==> config.mk <==
export PLATFORM = sky130hd
export DESIGN_NAME = sfh_dev_flat
export DESIGN_NICKNAME = d
export VERILOG_FILES = /design/src/pkg/sfh_pkg.sv /design/src/pkg/sfh_link_if.sv /design/src/hdl/sfh_dev.sv /design/src/flat_wrapper.sv
export VERILOG_INCLUDE_DIRS = /design/src /design/src/pkg
export SDC_FILE = /design/constraint.sdc
export NUM_CORES = 1
export LEC_CHECK = 0
export BUFFER_PORTS_ARGS = -buffer_cell sky130_fd_sc_hd__buf_4
export CELL_PAD_IN_SITES_DETAIL_PLACEMENT = 0
export CELL_PAD_IN_SITES_GLOBAL_PLACEMENT = 1
export CORE_MARGIN = 2
export CORE_UTILIZATION = 45
export DETAILED_ROUTE_END_ITERATION = 10
export PLACE_DENSITY = 0.86
export SETUP_SLACK_MARGIN = 0.3
export SYNTH_ARGS = -nofsm -noshare
export SYNTH_HDL_FRONTEND = slang
export SYNTH_SLANG_ARGS = --single-unit
==> constraint.sdc <==
create_clock -name clk -period 4 [get_ports clk]
set_clock_uncertainty 0.15 [all_clocks]
set_input_delay 0.4 -clock clk [delete_from_list [all_inputs] [get_ports clk]]
set_output_delay 0.4 -clock clk [all_outputs]
set_load 0.01 [all_outputs]
==> src/pkg/sfh_consts.svh <==
`ifndef SFH_CONSTS_SVH
`define SFH_CONSTS_SVH

// Timing
`define SFH_CLK_NS          50
`define SFH_SCLK_PERIOD_NS  400
`define SFH_HALF_CYC        (`SFH_SCLK_PERIOD_NS / 2 / `SFH_CLK_NS)

// Control byte layout
`define SFH_CTRL_SOCK_HI    7
`define SFH_CTRL_SOCK_LO    5
`define SFH_CTRL_SUB_HI     4
`define SFH_CTRL_SUB_LO     3
`define SFH_CTRL_DIR        2
`define SFH_CTRL_MODE_HI    1
`define SFH_CTRL_MODE_LO    0

// Field codes
`define SFH_DIR_READ        1'h0
`define SFH_DIR_WRITE       1'h1
`define SFH_MODE_VAR        2'h0
`define SFH_MODE_FIX1       2'h1
`define SFH_MODE_FIX2       2'h2
`define SFH_MODE_FIX4       2'h3
`define SFH_LEN_FIX1        3'h1
`define SFH_LEN_FIX2        3'h2
`define SFH_LEN_FIX4        3'h4
`define SFH_SUB_COMMON      2'h0
`define SFH_SOCK_ZERO       3'h0
`define SFH_STRAP_SPI       3'h0

// Framing
`define SFH_LAST_BIT        3'h7
`define SFH_HDR_BITS        6'h18
`define SFH_FRAME_BITS      56
`define SFH_RD_BITS         32

`endif

==> src/pkg/sfh_pkg.sv <==
package sfh_pkg;
	typedef enum logic [1:0] {ph_addr, ph_ctrl, ph_data} sfh_phase_t;
	typedef enum logic [2:0] {hs_idle, hs_lead, hs_high, hs_low, hs_tail, hs_gap} sfh_host_state_t;
	typedef logic [2:0]  sfh_socket_t;
	typedef logic [15:0] sfh_addr_t;
endpackage

==> src/pkg/sfh_link_if.sv <==
`timescale 1ns/1ps
`default_nettype none
interface sfh_link_if;
	logic sclk;
	logic chip_select_low;
	logic mosi;
	logic miso;
	logic miso_oe;

	modport dev (
		input  sclk,
		input  chip_select_low,
		input  mosi,
		output miso,
		output miso_oe
	);

	modport host (
		output sclk,
		output chip_select_low,
		output mosi,
		input  miso,
		input  miso_oe
	);
endinterface
`default_nettype wire

==> src/hdl/sfh_dev.sv <==
// Decided for this implementation: the strobed register port and the placing of the registers.
`timescale 1ns/1ps
`default_nettype none
`include "sfh_consts.svh"

// Function
// - Modes 0/3: sample rising, change falling
// - Bytes shifted MSB first, one per clock
// - Frame order: address, control, data
// - Sixteen-bit offset address, high byte first
// - Offset increments after every data byte
// - Control bits 7:3 select socket and sub-block
// - Sub-block decode; code 00 common only socket 0
// - Control bit 2: 0 read, 1 write
// - Mode bits: 00 variable, else 1/2/4 bytes
// - Variable frame bounded by chip select edges
// - Variable data phase lasts while select low
// - Master frames select, sends mode 00
// - Fixed operation: chip select held low
// - Fixed operation never uses mode 00
// - Fixed: exact byte count, then new frame
// - Master data length matches mode bits
// - Master changes output bits on falling edge
// - Device shifts read bits on falling edge
// - Slave active only for strap 000X
module sfh_dev (
	input  wire logic             clk,
	input  wire logic             rst,
	sfh_link_if.dev               link,
	input  wire logic [3:0]       host_if_strap,
	output logic                  acc_req,
	output logic                  acc_write,
	output sfh_pkg::sfh_socket_t  acc_socket,
	output logic [1:0]            acc_sub,
	output sfh_pkg::sfh_addr_t    acc_addr,
	output logic [7:0]            acc_wdata,
	input  wire logic [7:0]       acc_rdata,
	output logic                  spi_enabled,
	output logic                  frame_active
);
	import sfh_pkg::*;

	logic       sclk_s1, sclk_s2, sclk_s3;
	logic       cs_s1, cs_s2;
	logic       mosi_s1, mosi_s2;
	logic [3:0] strap_s1, strap_s2;
	logic       sclk_rise, sclk_fall, sel;

	sfh_phase_t phase;
	logic [2:0] bit_cnt;
	logic [2:0] byte_cnt;
	logic [6:0] rx;
	logic [7:0] ctrl;
	sfh_addr_t  addr;
	logic [7:0] byte_in;
	logic       byte_done;
	logic [7:0] cur_ctrl;
	logic [2:0] fix_len;
	logic       last_fixed;
	logic       reserved;
	logic       rd_load, rd_zero, rd_take;
	logic [7:0] rd_hold;
	logic [7:0] tx;

	// Pins from the master's domain pass two flops first
	always_ff @(posedge clk or posedge rst) begin
		if (rst) begin
			sclk_s1  <= 1'h0;
			sclk_s2  <= 1'h0;
			sclk_s3  <= 1'h0;
			cs_s1    <= 1'h1;
			cs_s2    <= 1'h1;
			mosi_s1  <= 1'h0;
			mosi_s2  <= 1'h0;
			strap_s1 <= 4'hF;
			strap_s2 <= 4'hF;
		end else begin
			sclk_s1  <= link.sclk;
			sclk_s2  <= sclk_s1;
			sclk_s3  <= sclk_s2;
			cs_s1    <= link.chip_select_low;
			cs_s2    <= cs_s1;
			mosi_s1  <= link.mosi;
			mosi_s2  <= mosi_s1;
			strap_s1 <= host_if_strap;
			strap_s2 <= strap_s1;
		end
	end

	// Strap is followed every cycle after reset release, never under it
	always_ff @(posedge clk or posedge rst) begin
		if (rst) begin
			spi_enabled <= 1'h0;
		end else begin
			spi_enabled <= (strap_s2[3:1] == `SFH_STRAP_SPI);
		end
	end

	assign sclk_rise = sclk_s2 & ~sclk_s3;
	assign sclk_fall = ~sclk_s2 & sclk_s3;
	// Fixed operation has select tied low, so it is selected whenever spi_enabled is set
	assign sel = spi_enabled & ~cs_s2;
	assign frame_active = sel;

	assign byte_in   = {rx, mosi_s2};
	assign byte_done = sel & sclk_rise & (bit_cnt == `SFH_LAST_BIT);
	assign cur_ctrl  = (phase == ph_ctrl) ? byte_in : ctrl;

	always_comb begin
		unique case (ctrl[`SFH_CTRL_MODE_HI:`SFH_CTRL_MODE_LO])
			`SFH_MODE_FIX1: fix_len = `SFH_LEN_FIX1;
			`SFH_MODE_FIX2: fix_len = `SFH_LEN_FIX2;
			`SFH_MODE_FIX4: fix_len = `SFH_LEN_FIX4;
			`SFH_MODE_VAR:  fix_len = 3'h0;
		endcase
	end

	// Last byte of a fixed frame; variable frames end only on select
	assign last_fixed = (ctrl[`SFH_CTRL_MODE_HI:`SFH_CTRL_MODE_LO] != `SFH_MODE_VAR)
		&& (byte_cnt + 3'h1 == fix_len);

	assign reserved = (cur_ctrl[`SFH_CTRL_SUB_HI:`SFH_CTRL_SUB_LO] == `SFH_SUB_COMMON)
		&& (cur_ctrl[`SFH_CTRL_SOCK_HI:`SFH_CTRL_SOCK_LO] != `SFH_SOCK_ZERO);

	// Phase tracking
	always_ff @(posedge clk or posedge rst) begin
		if (rst) begin
			phase    <= ph_addr;
			bit_cnt  <= 3'h0;
			byte_cnt <= 3'h0;
			rx       <= 7'h00;
			ctrl     <= 8'h00;
			addr     <= 16'h0000;
		end else if (!sel) begin
			// Deselect drops any partial byte
			phase    <= ph_addr;
			bit_cnt  <= 3'h0;
			byte_cnt <= 3'h0;
		end else if (sclk_rise) begin
			rx      <= byte_in[6:0];
			bit_cnt <= bit_cnt + 3'h1;
			if (bit_cnt == `SFH_LAST_BIT) begin
				unique case (phase)
					ph_addr: begin
						if (byte_cnt == 3'h0) begin
							addr[15:8] <= byte_in;
							byte_cnt   <= 3'h1;
						end else begin
							addr[7:0] <= byte_in;
							byte_cnt  <= 3'h0;
							phase     <= ph_ctrl;
						end
					end
					ph_ctrl: begin
						ctrl  <= byte_in;
						phase <= ph_data;
					end
					ph_data: begin
						addr     <= addr + 16'h0001;
						byte_cnt <= byte_cnt + 3'h1;
						if (last_fixed) begin
							phase    <= ph_addr;
							byte_cnt <= 3'h0;
						end
					end
				endcase
			end
		end
	end

	// Access port toward the register file and buffers
	always_ff @(posedge clk or posedge rst) begin
		if (rst) begin
			acc_req    <= 1'h0;
			acc_write  <= 1'h0;
			acc_socket <= 3'h0;
			acc_sub    <= 2'h0;
			acc_addr   <= 16'h0000;
			acc_wdata  <= 8'h00;
			rd_load    <= 1'h0;
			rd_zero    <= 1'h0;
		end else begin
			acc_req <= 1'h0;
			rd_load <= 1'h0;
			if (byte_done && phase != ph_addr) begin
				acc_socket <= cur_ctrl[`SFH_CTRL_SOCK_HI:`SFH_CTRL_SOCK_LO];
				acc_sub    <= cur_ctrl[`SFH_CTRL_SUB_HI:`SFH_CTRL_SUB_LO];
				rd_zero    <= reserved;
				if (phase == ph_ctrl && byte_in[`SFH_CTRL_DIR] == `SFH_DIR_READ) begin
					// Fetch the first read byte before its first falling edge
					acc_req   <= ~reserved;
					acc_write <= 1'h0;
					acc_addr  <= addr;
					rd_load   <= 1'h1;
				end else if (phase == ph_data && ctrl[`SFH_CTRL_DIR] == `SFH_DIR_WRITE) begin
					acc_req   <= ~reserved;
					acc_write <= 1'h1;
					acc_addr  <= addr;
					acc_wdata <= byte_in;
				end else if (phase == ph_data && !last_fixed) begin
					// Prefetch the next location of a read
					acc_req   <= ~reserved;
					acc_write <= 1'h0;
					acc_addr  <= addr + 16'h0001;
					rd_load   <= 1'h1;
				end
			end
		end
	end

	// Read data arrives the cycle after the request, so capture one cycle late
	always_ff @(posedge clk or posedge rst) begin
		if (rst) begin
			rd_take <= 1'h0;
			rd_hold <= 8'h00;
		end else begin
			rd_take <= rd_load;
			if (rd_take) begin
				rd_hold <= rd_zero ? 8'h00 : acc_rdata;
			end
		end
	end

	// Read shifter moves on the falling edge
	always_ff @(posedge clk or posedge rst) begin
		if (rst) begin
			tx <= 8'h00;
		end else if (sel && sclk_fall && phase == ph_data
			&& ctrl[`SFH_CTRL_DIR] == `SFH_DIR_READ) begin
			if (bit_cnt == 3'h0) begin
				tx <= rd_hold;
			end else begin
				tx <= {tx[6:0], 1'h0};
			end
		end
	end

	assign link.miso    = tx[7];
	assign link.miso_oe = sel;
endmodule
`default_nettype wire

==> src/flat_wrapper.sv <==
// flat-port wrapper written by rule: the top's interface ports become plain ports
module sfh_dev_flat import sfh_pkg::*;
  (clk, rst, host_if_strap, acc_req, acc_write, acc_socket, acc_sub, acc_addr, acc_wdata, acc_rdata, spi_enabled, frame_active, link_sclk, link_chip_select_low, link_mosi, link_miso, link_miso_oe);
  sfh_link_if link_i ();
  input  wire logic clk;
  input  wire logic rst;
  input  wire logic [3:0] host_if_strap;
  output logic acc_req;
  output logic acc_write;
  output sfh_pkg::sfh_socket_t acc_socket;
  output logic [1:0] acc_sub;
  output sfh_pkg::sfh_addr_t acc_addr;
  output logic [7:0] acc_wdata;
  input  wire logic [7:0] acc_rdata;
  output logic spi_enabled;
  output logic frame_active;
  input wire logic [$bits(link_i.sclk)-1:0] link_sclk;
  input wire logic [$bits(link_i.chip_select_low)-1:0] link_chip_select_low;
  input wire logic [$bits(link_i.mosi)-1:0] link_mosi;
  output wire logic [$bits(link_i.miso)-1:0] link_miso;
  output wire logic [$bits(link_i.miso_oe)-1:0] link_miso_oe;
  assign link_i.sclk = link_sclk;
  assign link_i.chip_select_low = link_chip_select_low;
  assign link_i.mosi = link_mosi;
  assign link_miso = link_i.miso;
  assign link_miso_oe = link_i.miso_oe;
  sfh_dev u_core (.clk(clk), .rst(rst), .link(link_i), .host_if_strap(host_if_strap), .acc_req(acc_req), .acc_write(acc_write), .acc_socket(acc_socket), .acc_sub(acc_sub), .acc_addr(acc_addr), .acc_wdata(acc_wdata), .acc_rdata(acc_rdata), .spi_enabled(spi_enabled), .frame_active(frame_active));
endmodule
* After elaboration in Yosys (flattened, before gate mapping)
Cells that the tools add are included.
Word-level totals: register bits after elaboration 105, bits of input ports 17, word-level logic and storage cells 123, output and inout bits 35
Operators by class: mux-type cells 35, equality and inequality tests 14, add/subtract/negate cells 3, bitwise gates (word level) 12, reduce and logical (&&, ||, !) cells 30
Operator list (count):
- $mux W16 | 3
- $mux W8 | 5
- $pmux W16 S2 | 1
- $mux W3 | 6
- $add A16 B1 Y16 const B | 1
- $mux W1 | 12
- $pmux W3 S4 | 1
- $mux W2 | 5
- $reduce_and A5 Y1 | 2
- $logic_and A1 B1 Y1 | 9
- $logic_not A3 Y1 | 3
- $ne A3 B3 Y1 const B | 3
- $reduce_and A3 Y1 | 3
- $reduce_and A4 Y1 | 2
- $not A1 Y1 | 7
- $add A3 B1 Y3 const B | 2
- $eq A2 B2 Y1 const B | 3
- $logic_not A2 Y1 | 3
- $pmux W2 S3 | 1
- $pmux W3 S2 | 1
- $reduce_bool A2 Y1 | 3
- $reduce_bool A3 Y1 | 2
- $and A1 B1 Y1 | 5
- $eq A2 B1 Y1 const B | 2
- other kinds (6) | 9

* Longest topological paths before layout
depth in word-level cells 10, mapped depth 10

* Worst setup path before layout
OpenSTA, ideal clock, no wires.
path type register to register, start register u_core.byte_cnt[0], end register u_core.acc_addr[0], cell stages (with the launch flop) 9, path buffers 2, arrival time 2.017 ns, path slack 1.708 ns, path through dfrtp_1 ha_1 xnor2_1 mux2i_1 o211ai_2 a21o_1 buf_6 buf_12 mux2_4
On the way: cells in the longest elaborated chain, start to end 7
RTL lines:
- start, declared | line sfh_dev.sv:51 | logic [2:0] byte_cnt;
- start signal, assigned | line sfh_dev.sv:160 | byte_cnt <= byte_cnt + 3'h1;
- $add A3 B1 Y3 | line sfh_dev.sv:120 | && (byte_cnt + 3'h1 == fix_len);
- $eq A3 B3 Y1 | line sfh_dev.sv:120
- $logic_and A1 B1 Y1 | line sfh_dev.sv:119 | assign last_fixed = (ctrl[`SFH_CTRL_MODE_HI:`SFH_CTRL_MODE_LO] != `SFH_MODE_VAR)
- $logic_not A1 Y1 | line sfh_dev.sv:200 | end else if (phase == ph_data && !last_fixed) begin
- $logic_and A1 B1 Y1 | line sfh_dev.sv:200
- $reduce_bool A3 Y1 (no source line)
- $reduce_and A2 Y1 (no source line)
- end signal, assigned | line sfh_dev.sv:193 | acc_addr <= addr;
- end signal, assigned | line sfh_dev.sv:198 | acc_addr <= addr;
- end signal, assigned | line sfh_dev.sv:204 | acc_addr <= addr + 16'h0001;
- end, declared | line sfh_dev.sv:35 | output sfh_pkg::sfh_addr_t acc_addr,
Every way passes these cells. A chain may end at the register's enable or synchronous reset.

* Worst setup path after layout
start register u_core.byte_cnt[0], end register u_core.acc_addr[8]
The elaborated chain is that of the path after synthesis.

==> qor_table.md <==
| Quantity | This run | Unit |
| --- | --- | --- |
| Class of the tightest hold or removal check | in2reg | - |
| Std cell rows | 37 | - |
| Proportion of layout cells with a drive suffix above 1 | 0.225 | - |
| Maximum level of the CTS H-tree | 3 | - |
| Time the worst path needs with I/O delays and setup | 2950 | ps |
| Top-level port count | 52 | - |
| Total congestion overflow after global routing | 0 | - |
| Worst hold stages | 3 | - |
| Die boundary height | 108 | µm |
| Bufs on Longest Clock Path | 2 | - |
| Transition time of the tightest slew-check pin | 1030 | ps |
| Crit path max fanout | 17 | - |
| Max-Slew Margin vs Limit | 0.312 | - |
| Global routing usage summed across all routing layers | 0.180 | - |
| Post-route worst hold slack | 84.7 | ps |
| Worst-Skew Late Latency | 360 | ps |
| Portion of total power attributed to combinational logic | 0.034 | - |
| Part of the total power dissipated in sequential elements | 0.599 | - |
| Leading cell type in the layout, fill and taps excluded | sky130_fd_sc_hd__dfrtp_1 | - |
| Wire length of the first global-routing pass | 16.7 | mm |
| Antenna violations before repair | 0 | - |
| Internal portion of total power | 1390 | µW |
| Area of the die | 11,600 | µm² |
| Number of inserted diodes | 0 | - |
| CTS tree | yes | - |
| CTS Buf Count | 9 | - |
| Pwr/cell area | 320 | nW/µm² |
| YS warnings | 0 | - |
| Detail Placement HPWL | 6.75 | mm |
| Total standard cell area after synthesis | 4830 | µm² |
| Clock slew at reported path FFs | 90 | ps |
| Pin count of the biggest net entering global routing | 44 | - |
| Average wire per standard cell | 15.0 | µm |
| Count of flip-flops with a built-in enable after synthesis | 0 | - |
| Pins Over Slew Limit | 0 | - |
| Switch share | 0.219 | - |
| Number of storage elements in the synthesis netlist | 103 | - |
| DRC Markers | 0 | - |
| Number of resized instances in the post-cts repair step | 0 | - |
| Vias per std cell | 5.34 | - |
| Synthesis-to-finish area growth | 14.9 | % |
| Final cycle utilization of the critical path | 0.739 | - |
| Final hold vios | 0 | - |
| Total nets after synthesis | 480 | - |
| Buffers inserted by post-CTS timing repair | 0 | - |
| Starting utilization of the core area | 0.466 | - |
| Total power of the final layout | 1780 | µW |
| Setup TNS after final layout | 0 | ps |
| Element type at the critical path start | flop | - |
| Total of max-cap violations | 0 | - |
| Number of antenna-violating nets in the routed design | 0 | - |
| Count of routing violations after the opening detailed-route iteration | 177 | - |
| Filler cells | 952 | - |
| Syn avg cell area | 10.7 | µm² |
| Die X-Extent | 108 | µm |
| Number of port buffers | 50 | - |
| RSZ-0062 raised after global routing | no | - |
| Required time at the worst-slack endpoint | 4090 | ps |
| Final setup viols | 0 | - |
| Via count of the first global-routing pass | 3,395 | - |
| Path depth of the worst reg2reg path | 7 | - |
| Sort of element at the end of the critical path | flop | - |
| Data arrival time at the worst-slack endpoint | 3050 | ps |
| Synth Flop Type | sky130_fd_sc_hd__dfrtp_1 | - |
| Clock sinks | 103 | - |
| Syn Inst Count | 453 | - |
| Proportion of synthesized chip area in sequential cells | 0.535 | - |
| Highest clock rate | 338 | MHz |
| Maximum vdd drop | 0.171 | mV |
| Core Area | 10,400 | µm² |
| Status | complete, no violations | - |
| Vias post-DR | 3,434 | - |
| Cell Area, Placed | 5290 | µm² |
| Fraction of registers with async set/reset | 1.00 | - |
| Commonest non-fill, non-tap cells in the layout | sky130_fd_sc_hd__dfrtp_1 (95), sky130_fd_sc_hd__buf_4 (54), sky130_fd_sc_hd__nand2_1 (42), sky130_fd_sc_hd__nor2_1 (38), sky130_fd_sc_hd__o21ai_0 (29) | - |
| Part of the total power dissipated in the clock network | 0.366 | - |
| Cell area after layout | 5560 | µm² |
| Unique cell type count in the Yosys netlist | 50 | - |
| Detailed-router iteration count before antenna repair | 4 | - |
| Lkg Pwr | 0.00262 | µW |
| Final weighted congestion in routability-driven placement | 0.813 | - |
| Class of the most critical setup path | reg2reg | - |
| Nets@finish | 529 | - |
| Final Routed Wirelength | 9.62 | mm |
| Power dissipated by switching net loads | 389 | µW |
| CTS Root Cell | sky130_fd_sc_hd__clkbuf_8 | - |
-- worst max-delay path, stage by stage (launching register included) --
cell and delay (ps):
sky130_fd_sc_hd__dfrtp_1 440, sky130_fd_sc_hd__inv_1 70, sky130_fd_sc_hd__ha_1 330, sky130_fd_sc_hd__nor2b_1 180, sky130_fd_sc_hd__mux2i_1 110, sky130_fd_sc_hd__o211ai_2 400
sky130_fd_sc_hd__a21o_1 740, sky130_fd_sc_hd__mux2_2 410
-- flip-flops by register name, indices dropped and copies added (netlist names), 7 cells and up --
signal            flops
u_core.acc_wdata      8
u_core.addr          16
u_core.tx             8
u_core.acc_addr      16
u_core.ctrl           8
u_core.rx             7
u_core.rd_hold        8
-- stage by stage --
stage / setup WS (ps) / std cells / util
2_1_floorplan: 759 / 453 / -
3_3_place_gp: 1150 / 620 / 0.510
3_5_place_dp: 1000 / 620 / 0.510
4_1_cts: 968 / 643 / 0.536
5_1_grt: 844 / 643 / 0.536
6_report: 1050 / 643 / 0.536
-- cell usage after synthesis, types with 10 or more instances --
cell type                  instances  area share
sky130_fd_sc_hd__dfrtp_1          95        0.49
sky130_fd_sc_hd__nand2_1          42       0.033
sky130_fd_sc_hd__nor2_1           38       0.030
sky130_fd_sc_hd__o21ai_0          29       0.030
sky130_fd_sc_hd__a21oi_1          28       0.029
sky130_fd_sc_hd__inv_1            24       0.019
sky130_fd_sc_hd__mux2_2           24       0.056
sky130_fd_sc_hd__xnor2_1          16       0.029
sky130_fd_sc_hd__clkbuf_1         15       0.012
sky130_fd_sc_hd__nand3_1          14       0.014
sky130_fd_sc_hd__o22a_1           13       0.024
sky130_fd_sc_hd__ha_1             10       0.026
-- final timing paths --
path,start,endpoint,slack (ps)
max,u_core.byte_cnt[0],u_core.acc_addr[8],1050
min,acc_rdata[4],u_core.rd_hold[4],80
max reg2reg,u_core.byte_cnt[0],u_core.acc_addr[8],1050
min reg2reg,u_core.rd_load,u_core.rd_take,200
max in group asynchronous,rst,u_core.ctrl[7],2480
min in group asynchronous,rst,u_core.acc_addr[11],380
-- area by class of cell --
cell class / count / area, µm² / area share
Clock inverter: 3 / 45.0 / 0.00811
Clock buffer: 13 / 149 / 0.0268
Timing Repair Buffer: 61 / 475 / 0.0856
Inverter: 25 / 96.3 / 0.0173
Tap cell: 136 / 170 / 0.0306
Multi-Input combinational cell: 302 / 2030 / 0.366
Sequential cell: 103 / 2590 / 0.466
-- routing by layer --
metal	wire length, µm	vias up	global-route usage
met1	4680	1676	0.258
li1	-	1667	-
met2	4460	78	0.280
met3	347	13	0.0260
met4	138	0	0.0659
met5	0	-	0
-- cell families after synthesis --
group	after synthesis	synth area share
buf+inv	48	0.0443
fa+ha+maj	10	0.0259
flops	103	0.535
mux	41	0.100
simple gates	133	0.131
compound gates	101	0.132
xor+xnor	17	0.0308
-- repair_timing --
item                                   CTS  global route
hold buffers                             7             0
endpoints found under the hold margin   27             0
setup endpoints to repair                0             0
-- power groups by stage --
stage / clock [µW] / sequential, µW / combinational, µW
finish: 652 / 1070 / 60.9
floorplan: 0 / 1080 / 34.1
global route: 709 / 1070 / 70.0
CTS: 671 / 1070 / 63.4
detailed placement: 0 / 1090 / 57.8
global placement: 0 / 1090 / 56.3
(Power assumes the default switching activity.)
